## src/ifp_pkg.sv

```systemverilog
package ifp_pkg;

    // ====
    // Register indices; the byte address is four times the index.
    localparam logic [7:0] IFP_IDX_RADIO = 8'h9b;
    localparam logic [7:0] IFP_IDX_LEVEL_LOW = 8'ha9;
    localparam logic [7:0] IFP_IDX_LEVEL_HIGH = 8'hb9;
    localparam logic [7:0] IFP_IDX_TIMERS = 8'hc0;
    localparam logic [7:0] IFP_IDX_SERIAL = 8'he8;
    localparam logic [7:0] IFP_IDX_ENABLE = 8'hf0;
    localparam logic [7:0] IFP_IDX_CTRL = 8'hf1;
    localparam logic [7:0] IFP_IDX_EVT_STATUS = 8'hf2;
    localparam logic [7:0] IFP_IDX_EVT_MASK = 8'hf3;
    localparam logic [7:0] IFP_IDX_SERVICE = 8'hf4;

    // ====
    // Sizes and reset values.
    localparam int IFP_NUM_INT = 18;
    localparam int IFP_NUM_GROUP = 6;
    localparam int IFP_NUM_LEVEL = 4;
    localparam int IFP_NUM_EVT = 3;
    localparam logic [7:0] IFP_FLAG_RESET = 8'h00;
    localparam logic [5:0] IFP_LEVEL_RESET = 6'h00;
    localparam logic [1:0] IFP_RESP_OKAY = 2'h0;
    localparam logic [1:0] IFP_RESP_SLVERR = 2'h2;

    // ====
    // Interrupt numbers of sources whose flags live here.
    localparam int IFP_INT_ST = 5;
    localparam int IFP_INT_P2 = 6;
    localparam int IFP_INT_SERIAL_ZERO_TX_SRC = 7;
    localparam int IFP_INT_DMA = 8;
    localparam int IFP_INT_T1 = 9;
    localparam int IFP_INT_T2 = 10;
    localparam int IFP_INT_T3 = 11;
    localparam int IFP_INT_T4 = 12;
    localparam int IFP_INT_P0 = 13;
    localparam int IFP_INT_UTX1 = 14;
    localparam int IFP_INT_P1 = 15;
    localparam int IFP_INT_RF = 16;
    localparam int IFP_INT_WDT = 17;

    // ====
    // Field positions.
    localparam int IFP_TIM_ST = 7;
    localparam int IFP_TIM_RSVD = 6;
    localparam int IFP_TIM_P0 = 5;
    localparam int IFP_TIM_T4 = 4;
    localparam int IFP_TIM_T3 = 3;
    localparam int IFP_TIM_T2 = 2;
    localparam int IFP_TIM_T1 = 1;
    localparam int IFP_TIM_DMA = 0;
    localparam int IFP_SER_WDT = 4;
    localparam int IFP_SER_P1 = 3;
    localparam int IFP_SER_UTX1 = 2;
    localparam int IFP_SER_SERIAL_ZERO_TX_SRC = 1;
    localparam int IFP_SER_P2 = 0;
    localparam int IFP_SER_W = 5;
    localparam int IFP_RADIO_W = 2;
    localparam int IFP_GLOBAL_EN_BIT = 7;
    localparam int IFP_EVT_ACK = 0;
    localparam int IFP_EVT_RETI = 1;
    localparam int IFP_EVT_FLAG = 2;

    // ====
    // Same-level polling order, first entry wins.
    localparam logic [4:0] IFP_POLL_ORDER [IFP_NUM_INT] = '{
        5'h00, 5'h10, 5'h08, 5'h01, 5'h09, 5'h02, 5'h0a, 5'h03, 5'h0b,
        5'h04, 5'h0c, 5'h05, 5'h0d, 5'h06, 5'h07, 5'h0e, 5'h0f, 5'h11};

    function automatic logic [2:0] ifp_group_of(input logic [4:0] num);
        case (num)
            5'h00, 5'h10, 5'h08: ifp_group_of = 3'h0;
            5'h01, 5'h09, 5'h06: ifp_group_of = 3'h1;
            5'h02, 5'h0a, 5'h07: ifp_group_of = 3'h2;
            5'h03, 5'h0b, 5'h0e: ifp_group_of = 3'h3;
            5'h04, 5'h0c, 5'h0f: ifp_group_of = 3'h4;
            default: ifp_group_of = 3'h5;
        endcase
    endfunction

endpackage

```

## src/ifp_arbiter.sv

```systemverilog
`timescale 1ns/1ps
module ifp_arbiter
    import ifp_pkg::*;
(
    input wire logic [IFP_NUM_INT-1:0] pending,
    input wire logic [IFP_NUM_INT-1:0] enable,
    input wire logic global_en,
    input wire logic [IFP_NUM_GROUP-1:0] level_low,
    input wire logic [IFP_NUM_GROUP-1:0] level_high,
    input wire logic [IFP_NUM_LEVEL-1:0] in_service,
    output logic req_valid,
    output logic [4:0] req_number,
    output logic [1:0] req_level
);

    // ====
    // Resolution
    logic found;
    logic [1:0] best_level;
    logic [4:0] best_number;
    logic [4:0] num;
    logic [2:0] grp;
    logic [1:0] lvl;
    logic service_busy;
    logic [1:0] service_top;

    always_comb begin
        found = 1'b0;
        best_level = 2'h0;
        best_number = 5'h00;
        num = 5'h00;
        grp = 3'h0;
        lvl = 2'h0;
        for (int i = 0; i < IFP_NUM_INT; i++) begin
            num = IFP_POLL_ORDER[i];
            grp = ifp_group_of(num);
            lvl = {level_high[grp], level_low[grp]};
            // Strict greater keeps the earlier poll entry on ties.
            if (pending[num] && enable[num] && global_en && (!found || lvl > best_level)) begin
                found = 1'b1;
                best_level = lvl;
                best_number = num;
            end
        end
        service_busy = |in_service;
        service_top = 2'h0;
        for (int j = 0; j < IFP_NUM_LEVEL; j++) begin
            if (in_service[j]) begin
                service_top = j[1:0];
            end
        end
        req_valid = found && (!service_busy || best_level > service_top);
        req_number = best_number;
        req_level = best_level;
    end

endmodule // ifp_arbiter

```

## src/ifp_flag_priority.sv

```systemverilog
// The AXI4-Lite slave port was chosen for this implementation.
`timescale 1ns/1ps
// Contract
// - Radio event sets both radio flag bits
// - Either radio bit alone makes request pending
// - Timer flag register layout, resets zero
// - Timer 1-4 flags cleared on vectoring
// - Serial flag register layout, upper unused
// - Six groups, four levels, reset lowest
// - Level is high bit then low bit
// - Fixed group membership of sources
// - No same or lower level preemption
// - Ties resolved by fixed polling order
// - Priority registers: bits 5:0 groups, R/W
// - Flags set regardless of enable
// - Only strictly higher level preempts service
// - Global enable off blocks all acknowledges
// - Enabled pending flag requests next cycle
module ifp_flag_priority
    import ifp_pkg::*;
#(
    parameter int ADDR_W = 10
) (
    input wire logic aclk,
    input wire logic aresetn,
    input wire logic [ADDR_W-1:0] s_axi_awaddr,
    input wire logic s_axi_awvalid,
    output logic s_axi_awready,
    input wire logic [31:0] s_axi_wdata,
    input wire logic [3:0] s_axi_wstrb,
    input wire logic s_axi_wvalid,
    output logic s_axi_wready,
    output logic [1:0] s_axi_bresp,
    output logic s_axi_bvalid,
    input wire logic s_axi_bready,
    input wire logic [ADDR_W-1:0] s_axi_araddr,
    input wire logic s_axi_arvalid,
    output logic s_axi_arready,
    output logic [31:0] s_axi_rdata,
    output logic [1:0] s_axi_rresp,
    output logic s_axi_rvalid,
    input wire logic s_axi_rready,
    input wire logic [IFP_NUM_INT-1:IFP_INT_ST] src_event,
    input wire logic [IFP_INT_ST-1:0] ext_pending,
    input wire logic cpu_vector_ack,
    input wire logic cpu_reti,
    output logic irq_request,
    output logic [4:0] irq_number,
    output logic [1:0] irq_level,
    output logic irq
);

    // ====
    // State
    logic [IFP_RADIO_W-1:0] radio_flag_pair_reg;
    logic [7:0] cpu_flag_reg_timers;
    logic [IFP_SER_W-1:0] cpu_flag_reg_serial;
    logic [IFP_NUM_GROUP-1:0] group_level_low_reg;
    logic [IFP_NUM_GROUP-1:0] group_level_high_reg;
    logic [IFP_NUM_INT-1:0] source_enable;
    logic global_irq_enable;
    logic [IFP_NUM_LEVEL-1:0] in_service;
    logic [IFP_NUM_EVT-1:0] evt_status;
    logic [IFP_NUM_EVT-1:0] evt_mask;
    logic aw_held;
    logic w_held;
    logic [7:0] aw_index;
    logic [31:0] w_data;
    logic [3:0] w_strb;

    // ====
    // Bus decode
    logic do_write;
    logic wr_lane0;
    logic [7:0] wbyte;
    logic next_aw_held;
    logic next_w_held;
    logic next_bvalid;
    logic next_rvalid;
    logic [7:0] ar_index;
    logic [31:0] read_data;
    logic read_hit;
    logic write_hit;

    assign do_write = aw_held && w_held && !s_axi_bvalid;
    assign wr_lane0 = do_write && w_strb[0];
    assign wbyte = w_data[7:0];
    assign ar_index = s_axi_araddr[ADDR_W-1:2];

    always_comb begin
        next_aw_held = aw_held;
        next_w_held = w_held;
        next_bvalid = s_axi_bvalid;
        next_rvalid = s_axi_rvalid;
        if (s_axi_awvalid && s_axi_awready) begin
            next_aw_held = 1'b1;
        end
        if (s_axi_wvalid && s_axi_wready) begin
            next_w_held = 1'b1;
        end
        if (do_write) begin
            next_aw_held = 1'b0;
            next_w_held = 1'b0;
            next_bvalid = 1'b1;
        end else if (s_axi_bvalid && s_axi_bready) begin
            next_bvalid = 1'b0;
        end
        if (s_axi_arvalid && s_axi_arready) begin
            next_rvalid = 1'b1;
        end else if (s_axi_rvalid && s_axi_rready) begin
            next_rvalid = 1'b0;
        end
    end

    always_comb begin
        case (aw_index)
            IFP_IDX_RADIO, IFP_IDX_LEVEL_LOW, IFP_IDX_LEVEL_HIGH, IFP_IDX_TIMERS, IFP_IDX_SERIAL,
            IFP_IDX_ENABLE, IFP_IDX_CTRL, IFP_IDX_EVT_STATUS, IFP_IDX_EVT_MASK, IFP_IDX_SERVICE: begin
                write_hit = 1'b1;
            end
            default: begin
                write_hit = 1'b0;
            end
        endcase
    end

    // Unused bits read as zero; reserved timer bit six reads back as written.
    always_comb begin
        read_data = 32'h0000_0000;
        read_hit = 1'b1;
        case (ar_index)
            IFP_IDX_RADIO: read_data[IFP_RADIO_W-1:0] = radio_flag_pair_reg;
            IFP_IDX_LEVEL_LOW: read_data[IFP_NUM_GROUP-1:0] = group_level_low_reg;
            IFP_IDX_LEVEL_HIGH: read_data[IFP_NUM_GROUP-1:0] = group_level_high_reg;
            IFP_IDX_TIMERS: read_data[7:0] = cpu_flag_reg_timers;
            IFP_IDX_SERIAL: read_data[IFP_SER_W-1:0] = cpu_flag_reg_serial;
            IFP_IDX_ENABLE: read_data[IFP_NUM_INT-1:0] = source_enable;
            IFP_IDX_CTRL: read_data[IFP_GLOBAL_EN_BIT] = global_irq_enable;
            IFP_IDX_EVT_STATUS: read_data[IFP_NUM_EVT-1:0] = evt_status;
            IFP_IDX_EVT_MASK: read_data[IFP_NUM_EVT-1:0] = evt_mask;
            IFP_IDX_SERVICE: read_data[11:0] = {irq_request, irq_level, irq_number, in_service};
            default: read_hit = 1'b0;
        endcase
    end

    // ====
    // AXI4-Lite channels
    always_ff @(posedge aclk) begin
        if (!aresetn) begin
            aw_held <= 1'b0;
            w_held <= 1'b0;
            s_axi_awready <= 1'b0;
            s_axi_wready <= 1'b0;
            s_axi_bvalid <= 1'b0;
        end else begin
            aw_held <= next_aw_held;
            w_held <= next_w_held;
            s_axi_bvalid <= next_bvalid;
            // One write at a time: each channel reopens once the response is taken.
            s_axi_awready <= !next_aw_held && !next_bvalid;
            s_axi_wready <= !next_w_held && !next_bvalid;
        end
    end

    always_ff @(posedge aclk) begin
        if (!aresetn) begin
            aw_index <= 8'h00;
            w_data <= 32'h0000_0000;
            w_strb <= 4'h0;
            s_axi_bresp <= IFP_RESP_OKAY;
        end else begin
            if (s_axi_awvalid && s_axi_awready) begin
                aw_index <= s_axi_awaddr[ADDR_W-1:2];
            end
            if (s_axi_wvalid && s_axi_wready) begin
                w_data <= s_axi_wdata;
                w_strb <= s_axi_wstrb;
            end
            if (do_write) begin
                s_axi_bresp <= write_hit ? IFP_RESP_OKAY : IFP_RESP_SLVERR;
            end
        end
    end

    always_ff @(posedge aclk) begin
        if (!aresetn) begin
            s_axi_arready <= 1'b0;
            s_axi_rvalid <= 1'b0;
            s_axi_rdata <= 32'h0000_0000;
            s_axi_rresp <= IFP_RESP_OKAY;
        end else begin
            s_axi_rvalid <= next_rvalid;
            s_axi_arready <= !next_rvalid;
            if (s_axi_arvalid && s_axi_arready) begin
                s_axi_rdata <= read_data;
                s_axi_rresp <= read_hit ? IFP_RESP_OKAY : IFP_RESP_SLVERR;
            end
        end
    end

    // ====
    // Flag registers
    logic vector_taken;
    logic [7:0] tim_set;
    logic [7:0] tim_auto_clear;
    logic [IFP_SER_W-1:0] ser_set;
    logic [IFP_RADIO_W-1:0] radio_set;

    assign vector_taken = cpu_vector_ack && irq_request;

    always_comb begin
        tim_set = 8'h00;
        tim_set[IFP_TIM_ST] = src_event[IFP_INT_ST];
        tim_set[IFP_TIM_P0] = src_event[IFP_INT_P0];
        tim_set[IFP_TIM_T4] = src_event[IFP_INT_T4];
        tim_set[IFP_TIM_T3] = src_event[IFP_INT_T3];
        tim_set[IFP_TIM_T2] = src_event[IFP_INT_T2];
        tim_set[IFP_TIM_T1] = src_event[IFP_INT_T1];
        tim_set[IFP_TIM_DMA] = src_event[IFP_INT_DMA];
        tim_auto_clear = 8'h00;
        if (vector_taken) begin
            tim_auto_clear[IFP_TIM_T1] = (irq_number == 5'(IFP_INT_T1));
            tim_auto_clear[IFP_TIM_T2] = (irq_number == 5'(IFP_INT_T2));
            tim_auto_clear[IFP_TIM_T3] = (irq_number == 5'(IFP_INT_T3));
            tim_auto_clear[IFP_TIM_T4] = (irq_number == 5'(IFP_INT_T4));
        end
        ser_set = {src_event[IFP_INT_WDT], src_event[IFP_INT_P1], src_event[IFP_INT_UTX1],
            src_event[IFP_INT_SERIAL_ZERO_TX_SRC], src_event[IFP_INT_P2]};
        radio_set = {IFP_RADIO_W{src_event[IFP_INT_RF]}};
    end

    // A source event always wins over a software clear or the vectoring clear.
    always_ff @(posedge aclk) begin
        if (!aresetn) begin
            cpu_flag_reg_timers <= IFP_FLAG_RESET;
        end else if (wr_lane0 && aw_index == IFP_IDX_TIMERS) begin
            // Bit six is stored as written; software is expected to keep it at zero.
            cpu_flag_reg_timers <= wbyte | tim_set;
        end else begin
            cpu_flag_reg_timers <= (cpu_flag_reg_timers & ~tim_auto_clear) | tim_set;
        end
    end

    always_ff @(posedge aclk) begin
        if (!aresetn) begin
            cpu_flag_reg_serial <= IFP_FLAG_RESET[IFP_SER_W-1:0];
        end else if (wr_lane0 && aw_index == IFP_IDX_SERIAL) begin
            cpu_flag_reg_serial <= wbyte[IFP_SER_W-1:0] | ser_set;
        end else begin
            cpu_flag_reg_serial <= cpu_flag_reg_serial | ser_set;
        end
    end

    always_ff @(posedge aclk) begin
        if (!aresetn) begin
            radio_flag_pair_reg <= IFP_FLAG_RESET[IFP_RADIO_W-1:0];
        end else if (wr_lane0 && aw_index == IFP_IDX_RADIO) begin
            radio_flag_pair_reg <= wbyte[IFP_RADIO_W-1:0] | radio_set;
        end else begin
            radio_flag_pair_reg <= radio_flag_pair_reg | radio_set;
        end
    end

    // ====
    // Priority and enable registers
    always_ff @(posedge aclk) begin
        if (!aresetn) begin
            group_level_low_reg <= IFP_LEVEL_RESET;
            group_level_high_reg <= IFP_LEVEL_RESET;
        end else if (wr_lane0) begin
            if (aw_index == IFP_IDX_LEVEL_LOW) begin
                group_level_low_reg <= wbyte[IFP_NUM_GROUP-1:0];
            end
            if (aw_index == IFP_IDX_LEVEL_HIGH) begin
                group_level_high_reg <= wbyte[IFP_NUM_GROUP-1:0];
            end
        end
    end

    always_ff @(posedge aclk) begin
        if (!aresetn) begin
            source_enable <= '0;
            global_irq_enable <= 1'b0;
            evt_mask <= '0;
        end else if (do_write) begin
            if (aw_index == IFP_IDX_ENABLE) begin
                for (int b = 0; b < IFP_NUM_INT; b++) begin
                    if (w_strb[b / 8]) begin
                        source_enable[b] <= w_data[b];
                    end
                end
            end
            if (wr_lane0 && aw_index == IFP_IDX_CTRL) begin
                global_irq_enable <= wbyte[IFP_GLOBAL_EN_BIT];
            end
            if (wr_lane0 && aw_index == IFP_IDX_EVT_MASK) begin
                evt_mask <= wbyte[IFP_NUM_EVT-1:0];
            end
        end
    end

    // ====
    // Arbitration and service tracking
    logic [IFP_NUM_INT-1:0] pending;
    logic arb_valid;
    logic [4:0] arb_number;
    logic [1:0] arb_level;
    logic [IFP_NUM_LEVEL-1:0] service_after_reti;

    always_comb begin
        pending = '0;
        pending[IFP_INT_ST-1:0] = ext_pending;
        pending[IFP_INT_ST] = cpu_flag_reg_timers[IFP_TIM_ST];
        pending[IFP_INT_P2] = cpu_flag_reg_serial[IFP_SER_P2];
        pending[IFP_INT_SERIAL_ZERO_TX_SRC] = cpu_flag_reg_serial[IFP_SER_SERIAL_ZERO_TX_SRC];
        pending[IFP_INT_DMA] = cpu_flag_reg_timers[IFP_TIM_DMA];
        pending[IFP_INT_T1] = cpu_flag_reg_timers[IFP_TIM_T1];
        pending[IFP_INT_T2] = cpu_flag_reg_timers[IFP_TIM_T2];
        pending[IFP_INT_T3] = cpu_flag_reg_timers[IFP_TIM_T3];
        pending[IFP_INT_T4] = cpu_flag_reg_timers[IFP_TIM_T4];
        pending[IFP_INT_P0] = cpu_flag_reg_timers[IFP_TIM_P0];
        pending[IFP_INT_UTX1] = cpu_flag_reg_serial[IFP_SER_UTX1];
        pending[IFP_INT_P1] = cpu_flag_reg_serial[IFP_SER_P1];
        pending[IFP_INT_RF] = |radio_flag_pair_reg;
        pending[IFP_INT_WDT] = cpu_flag_reg_serial[IFP_SER_WDT];
    end

    ifp_arbiter u_arbiter (
        .pending(pending),
        .enable(source_enable),
        .global_en(global_irq_enable),
        .level_low(group_level_low_reg),
        .level_high(group_level_high_reg),
        .in_service(in_service),
        .req_valid(arb_valid),
        .req_number(arb_number),
        .req_level(arb_level)
    );

    // Return ends the highest level in service, as nested services unwind in order.
    always_comb begin
        service_after_reti = in_service;
        if (cpu_reti) begin
            for (int k = 0; k < IFP_NUM_LEVEL; k++) begin
                if (in_service[k] && (in_service >> (k + 1)) == '0) begin
                    service_after_reti[k] = 1'b0;
                end
            end
        end
    end

    always_ff @(posedge aclk) begin
        if (!aresetn) begin
            in_service <= '0;
        end else if (vector_taken) begin
            in_service <= service_after_reti | (IFP_NUM_LEVEL'(1) << irq_level);
        end else begin
            in_service <= service_after_reti;
        end
    end

    // The request drops the cycle after the acknowledge so one request is never taken twice.
    always_ff @(posedge aclk) begin
        if (!aresetn) begin
            irq_request <= 1'b0;
            irq_number <= 5'h00;
            irq_level <= 2'h0;
        end else begin
            irq_request <= arb_valid && !vector_taken;
            irq_number <= arb_number;
            irq_level <= arb_level;
        end
    end

    // ====
    // Event status and interrupt line
    logic [IFP_NUM_EVT-1:0] evt_set;
    logic [IFP_NUM_EVT-1:0] evt_clear;

    always_comb begin
        evt_set = '0;
        evt_set[IFP_EVT_ACK] = vector_taken;
        evt_set[IFP_EVT_RETI] = cpu_reti;
        evt_set[IFP_EVT_FLAG] = |src_event;
        evt_clear = (wr_lane0 && aw_index == IFP_IDX_EVT_STATUS) ? wbyte[IFP_NUM_EVT-1:0] : '0;
    end

    always_ff @(posedge aclk) begin
        if (!aresetn) begin
            evt_status <= '0;
            irq <= 1'b0;
        end else begin
            evt_status <= (evt_status & ~evt_clear) | evt_set;
            irq <= |(((evt_status & ~evt_clear) | evt_set) & evt_mask);
        end
    end

endmodule // ifp_flag_priority

```

## config.mk

```make
export PLATFORM = sky130hd
export DESIGN_NAME = ifp_flag_priority
export DESIGN_NICKNAME = d
export VERILOG_FILES = /design/src/ifp_pkg.sv /design/src/ifp_arbiter.sv /design/src/ifp_flag_priority.sv
export SDC_FILE = /design/constraint.sdc
export NUM_CORES = 1
export LEC_CHECK = 0
export BUFFER_PORTS_ARGS = -buffer_cell sky130_fd_sc_hd__buf_4
export CAP_MARGIN = 20
export CELL_PAD_IN_SITES_DETAIL_PLACEMENT = 0
export CELL_PAD_IN_SITES_GLOBAL_PLACEMENT = 2
export CORE_UTILIZATION = 31
export DETAILED_ROUTE_END_ITERATION = 12
export PLACE_DENSITY = 0.73
export SLEW_MARGIN = 0
export SYNTH_ARGS = -nofsm -noshare
export SYNTH_HDL_FRONTEND = slang
export SYNTH_HIERARCHICAL = 1
export SYNTH_SLANG_ARGS = --single-unit
```

## constraint.sdc

```tcl
create_clock -name aclk -period 41.1 [get_ports aclk]
set_input_delay 2.055 -clock aclk [delete_from_list [all_inputs] [get_ports aclk]]
set_output_delay 2.055 -clock aclk [all_outputs]
set_load 0.02 [all_outputs]
```

==> results of run 1 <==
-- stage by stage --
stage / util (%) / setup slack [ns] / hold WS (ns) / power (mW) / cells
2_1_floorplan: - / 20.82 / 0.4357 / 0.1414 / 906
3_3_place_gp: 35.24 / 17.48 / 0.4434 / 0.1519 / 1228
3_5_place_dp: 35.24 / 17.64 / 0.4489 / 0.1519 / 1228
4_1_cts: 37.82 / 18.02 / 0.4571 / 0.3002 / 1260
5_1_grt: 37.85 / 15.85 / 0.4721 / 0.3073 / 1261
6_report: 37.85 / 17.73 / 0.4542 / 0.2967 / 1261
-- cells in the mapped netlist, types with 6 or more instances --
| library cell | count |
|---|---|
| o21ai_0 | 24 |
| nand2_1 | 133 |
| a21oi_1 | 95 |
| nand2b_1 | 13 |
| nor3_1 | 16 |
| buf_2 | 10 |
| o31ai_1 | 7 |
| and3_1 | 11 |
| clkbuf_1 | 31 |
| and2_1 | 14 |
| nor2b_1 | 9 |
| buf_4 | 19 |
| mux2i_1 | 40 |
| ha_1 | 21 |
| a221oi_1 | 11 |
| a22oi_1 | 10 |
| dfxtp_1 | 121 |
| nand3_1 | 38 |
| inv_1 | 30 |
| nor2_1 | 75 |
| a22o_1 | 6 |
| a31oi_1 | 9 |
| o21a_1 | 6 |
| nand4_1 | 8 |
-- kinds of logic (layout without fill, tap and decap cells) --
| group | count (synthesis) | in the layout |
|---|---|---|
| compound gates | 234 | 234 |
| xor+xnor | 1 | 1 |
| fa+ha+maj | 26 | 26 |
| buf+inv | 95 | 165 |
| flops | 121 | 121 |
| mux | 45 | 45 |
| other cells | 1 | 16 |
| simple gates | 368 | 368 |
-- cell type report --
class	count	area share (%)
clock inverter	12	1.347
clock buffer	20	5.463
inverter	31	1.362
tap	285	4.174
sequential	121	28.35
timing repair buffer	102	8.963
multi-input combinational	690	50.34
-- path summary, 6_finish.rpt --
| check | start | endpoint | cells past startpoint | slack (ns) |
|---|---|---|---|---|
| setup reg to reg | radio_flag_pair_reg[0] | irq_request | 102 | 18.87 |
| hold reg to reg | w_data[13] | w_data[13] | 2 | 0.45 |
| hold / removal | w_data[13] | w_data[13] | 2 | 0.45 |
| setup / recovery | ext_pending[0] | irq_request | 102 | 17.73 |
-- worst reg2reg max path: cells and delay by family (launching register included) --
| kind | cells | cell delay [ns] |
|---|---|---|
| AO/OA/AOI/OAI | 43 | 9.03 |
| adder cells (fa/ha/maj) | 20 | 5.74 |
| AND/OR/NAND/NOR | 30 | 4.49 |
| multiplexers | 7 | 2.35 |
| flip-flops | 1 | 0.34 |
| buffers and inverters | 2 | 0.16 |
-- per-layer routing --
layer / wire length [um] / GRT usage, % / up-vias / part of all wire (%)
met2: 11440 / 34.33 / 144 / 46
met4: 595 / 7.524 / 2 / 2.4
met5: 13 / 0 / - / 0.052
met1: 11770 / 28.06 / 3188 / 47
li1: - / - / 3359 / -
met3: 1061 / 4.340 / 31 / 4.3
-- power groups by stage --
stage	clock network, mW	logic (mW)	registers (mW)
2_1_floorplan	0	0.0143	0.127
3_3_place_gp	0	0.0238	0.128
5_1_grt	0.155	0.0259	0.126
6_report	0.147	0.0237	0.126
4_1_cts	0.151	0.0238	0.126
3_5_place_dp	0	0.0239	0.128
==> impl_results.md, run 1 <==
* First-pass detailed-route iteration total at 4
* Top cells by area, synth: dfxtp_1 (34%), nand2_1 (7.0%), a21oi_1 (6.7%)
* Switch share at 26.11%
* Antenna violations before repair at 1
* RSZ-0062 raised after global routing: false
* Pint at 0.2193 mW
* Placeable core area at 22570 um2
* Worst-Skew Late Latency at 0.42 ns
* EDFF count, synth at 0
* NumNets Final at 1067
* Mean routed wirelength per cell at 19.73 um
* Via density at 5.332
* FFs w/ async S/R, synth at 0%
* Die Y-Extent at 153.6 um
* Synth area leader: dfxtp_1
* Slew HR at 41.19%
* Power per standard cell area at 34.73 nW/um2
* Routed wire length at 24.88 mm
* RD Place Congestion at 0.8527
* Xor/xnor cell area share of the yosys netlist at 0.1230%
* DP Area at 7954 um2
* # H-tree levels at 4
* Total Routing Usage GR at 21.27%
* CP Launch Type: primary input
* Slew Limit Fails at 0
* Final setup vio count at 0
* DRC Markers at 0
* Status: finished clean
* Fillcell total at 2441
* Cts hold-fix bufs at 0
* Synth Flop Type: dfxtp_1
* Family with the most delay on the worst path: compound AO/OA/AOI/OAI gates
* CTS tree: yes
* Leakage Power at 3.510 nW
* Hold Path Class: reg -> reg
* Vias in the first global route at 6358
* Final Cycle Share at 56.87%
* Clock power share at 49.7%
* Max cap viols at 0
* CP Class: in -> reg
* Sequential area share after synthesis at 34.01%
* Setup tns final at 0 ns
* CP Data Required Time at 41.41 ns
* Detail Route Antenna Nets at 0
* CP max-delay cell: o221ai_1
* CP arrival at 23.68 ns
* Share of post-route cells with drive strength above 1 at 17.42%
* # port buffers at 97
* Avg Synthesized Cell Area at 7.993 um2
* Synthesized cell area at 7122 um2
* Sequential share of power at 42.3%
* Io pins at 133
* Simple-Gate Fraction of Synth Area at 26.46%
* Synth Area in Adders at 4.410%
* CTS Sinks at 121
* Critical Path Sink Type: flop
* Synth top area share at 34.01%
* Post-CTS sizing at 0
* Syn Inst Count at 891
* Clock-pin slew on the worst setup and hold paths at 0.06 ns
* Ant diodes at 0
* Vias at 6724
* Library cells used by synthesis at 95
* Area of the multi-input gates at 4300 um2
* Slowest cell delay on critical path at 0.60 ns
* Fin crit period at 23.37 ns
* First-pass GRT wire length at 37.89 mm
* Largest net degree at the start of global routing at 78
* Register area at 2422 um2
* Switching Power at 0.07746 mW
* Synthesis-stage register bit count at 121
* Skew final at 0.01229 ns
* Ys Warns at 6
* Largest family of logic cells by synthesized area: simple AND/OR/NAND/NOR gates
* Die Wd at 153.6 um
* CP bufs+invs at 3
* Num rows at 55
* CTS Buf Count at 17
* Area growth syn-to-layout at 19.96%
* Commonest non-fill, non-tap cell in the layout: nand2_1
* Multiplexer area fraction after synthesis at 6.413%
* Compound-Gate Fraction of Synth Area at 22.14%
* Initial Util at 31.55%
* CP most frequent cell: ha_1
* Number of setup buffers added after CTS at 0
* Global route overflow at 0
* Max IR drop VDD at 24.63 uV
* Commonest non-fill, non-tap cells in the layout: nand2_1 (133), dfxtp_1 (121), buf_4 (102)
* Combinational Power Share at 8.0%
* Fmax at 0.04278 GHz
* Die footprint at 23580 um2
* Regs by FF count: s_axi_rdata x18, source_enable x18, w_data x18
* Buffer depth of the longest clock path at 2
* Final Hold Vio Count at 0
* Worst Max-Slew Pin Slew at 0.8821 ns
* Final instance area at 8543 um2
* CTS Root Buffer Type: clkbuf_16
* Starting DRC count in detailed routing at 383
* Critical Path Fanout Max at 11
* Placed wire-length estimate at 18.73 mm
No activity file was read; power rests on OpenSTA's default activity.
==> inputs of run 2 (changes only) <==
Clock period 41.1 ns to 22.8 ns, I/O delays scaled along.
==> impl_results.md, run 2 (synthesized netlist as in run 1, its figures left out) <==
* Status: finished clean
* Max IR drop VDD at 41.15 uV
* Commonest non-fill, non-tap cells in the layout: nand2_1 (133), dfxtp_1 (121), buf_4 (105)
* Die Y-Extent at 153.6 um
* Placeable core area at 22570 um2
* Commonest non-fill, non-tap cell in the layout: nand2_1
* Antenna violations before repair at 0
* Die footprint at 23580 um2
* Buffer depth of the longest clock path at 2
* Global route overflow at 0
* Pwr Total at 0.5666 mW
* Final setup vio count at 0
* Io pins at 133
* R2r endpoint: irq_request
* CTS Buf Count at 17
* Total Routing Usage GR at 21.55%
* Num rows at 55
* Starting DRC count in detailed routing at 374
* First-pass detailed-route iteration total at 4
* Largest net degree at the start of global routing at 78
* First-pass GRT wire length at 38.41 mm
* Clock-pin slew on the worst setup and hold paths at 0.06 ns
* Leakage Power at 3.559 nW
* Placed cells at 1231
* CP arrival at 21.28 ns
* Flop2flop setup slack at 2.04 ns
* Fin crit period at 20.97 ns
* Area growth syn-to-layout at 21.45%
* Slew Limit Fails at 0
* CP Data Required Time at 23.11 ns
* Fmax at 0.04769 GHz
* CTS tree: yes
* Setup tns final at 0 ns
* CTS Sinks at 121
* Worst-Skew Late Latency at 0.42 ns
* Hold Path Class: reg -> reg
* Slowest cell delay on critical path at 0.40 ns
* DRC Markers at 0
* Slew HR at 42.37%
* Hold Crit Depth at 2
* Critical Path Fanout Max at 8
* CTS Root Buffer Type: clkbuf_16
* Pre-CTS worst setup slack at 1.020 ns
* HP Start: w_data[15]
* Final Cycle Share at 91.98%
* Mean routed wirelength per cell at 19.78 um
* Fillcell total at 2447
* # port buffers at 97
* Initial Util at 31.55%
* # H-tree levels at 4
* Placed wire-length estimate at 18.80 mm
* Share of post-route cells with drive strength above 1 at 18.16%
* CP Class: in -> reg
* Final Hold Vio Count at 0
* Post-Layout Cell Count at 1265
* CP Launch Type: primary input
* RSZ-0062 raised after global routing: false
* CP max-delay cell: mux2_2
* Skew final at 0.008743 ns
* Setup ws final at 1.829 ns
* Max cap viols at 0
* Vias at 6689
* Critical Path Sink Type: flop
* NumNets Final at 1071
* Vias in the first global route at 6435
* Die Wd at 153.6 um
* Regs by FF count: s_axi_rdata x18, source_enable x18, w_data x18
* Worst r2r src: radio_flag_pair_reg[0]
* RD Place Congestion at 0.8458
* Hold worst-path end: w_data[15]
* Power per standard cell area at 65.51 nW/um2
* Ant diodes at 0
* Routed wire length at 25.02 mm
* FF-to-FF path depth at 104
* Detail Route Antenna Nets at 0
* CP most frequent cell: ha_1
* Via density at 5.288
* Worst Max-Slew Pin Slew at 0.8645 ns
-- run 2: cell count changes in the layout (fill, tap and decap cells not counted), moves of 2 or more --
| cell | previous run | this run |
|---|---|---|
| bufinv_16 | 1 | 4 |
| buf_4 | 102 | 105 |
| clkbuf_8 | 3 | 0 |
| inv_8 | 0 | 2 |
-- run 2: worst max-delay path, delay by kind of cell --
family                   cells  cell delay (ns)
multiplexers                 7             2.19
AO/OA/AOI/OAI               42             7.56
adder cells (fa/ha/maj)     20             5.71
AND/OR/NAND/NOR             30             4.07
buffers and inverters        5             0.61
-- run 2: layout make-up --
class                      instances  area [um2]  share of cell area (%)
clock inverter                    15       215.2                   2.488
multi-input combinational        690        4318                   49.92
sequential                       121        2422                   28.01
clock buffer                      17       425.4                   4.918
inverter                          31       116.4                   1.345
tap                              285       356.6                   4.123
timing repair buffer             106       795.8                   9.200
-- run 2: how the worst max path moves through the flow --
stage | startpoint | endpoint | slack, ns | cells past startpoint
detailed placement | ext_pending[0] | irq_request | 1.02 | 105
global route | ext_pending[0] | irq_request | 0.12 | 105
global placement | ext_pending[0] | irq_request | 0.92 | 104
floorplan | ext_pending[0] | irq_request | 3.43 | 101
finish | ext_pending[0] | irq_request | 1.83 | 104
CTS | ext_pending[0] | irq_request | 1.45 | 104
-- run 2: metrics by stage --
stage,util (%),hold WS [ns],area [um2]
2_1_floorplan,-,0.4357,7178
3_3_place_gp,35.34,0.4435,7976
3_5_place_dp,35.34,0.4501,7976
4_1_cts,38.18,0.4592,8617
5_1_grt,38.32,0.4721,8650
6_report,38.32,0.4538,8650
-- run 2: power by group --
part	switching [mW]	internal, mW
registers	0.00800	0.218
logic	0.0253	0.0173
clock network	0.112	0.185
total	0.146	0.421
-- run 2: per-layer routing --
layer  global-route usage (%)  routed length, um  vias up
li1                         -                  -     3364
met1                    28.73              11950     3153
met2                    34.70              11510      139
met3                    4.284                968       33
met4                    7.190                585        0
met5                        0                  0        -
-- run 2: what timing repair did --
action / CTS / global route
setup buffers: 0 / 1
hold buffers: 0 / 0
setup endpoints to repair: 0 / 1
gates resized for setup: 0 / 4
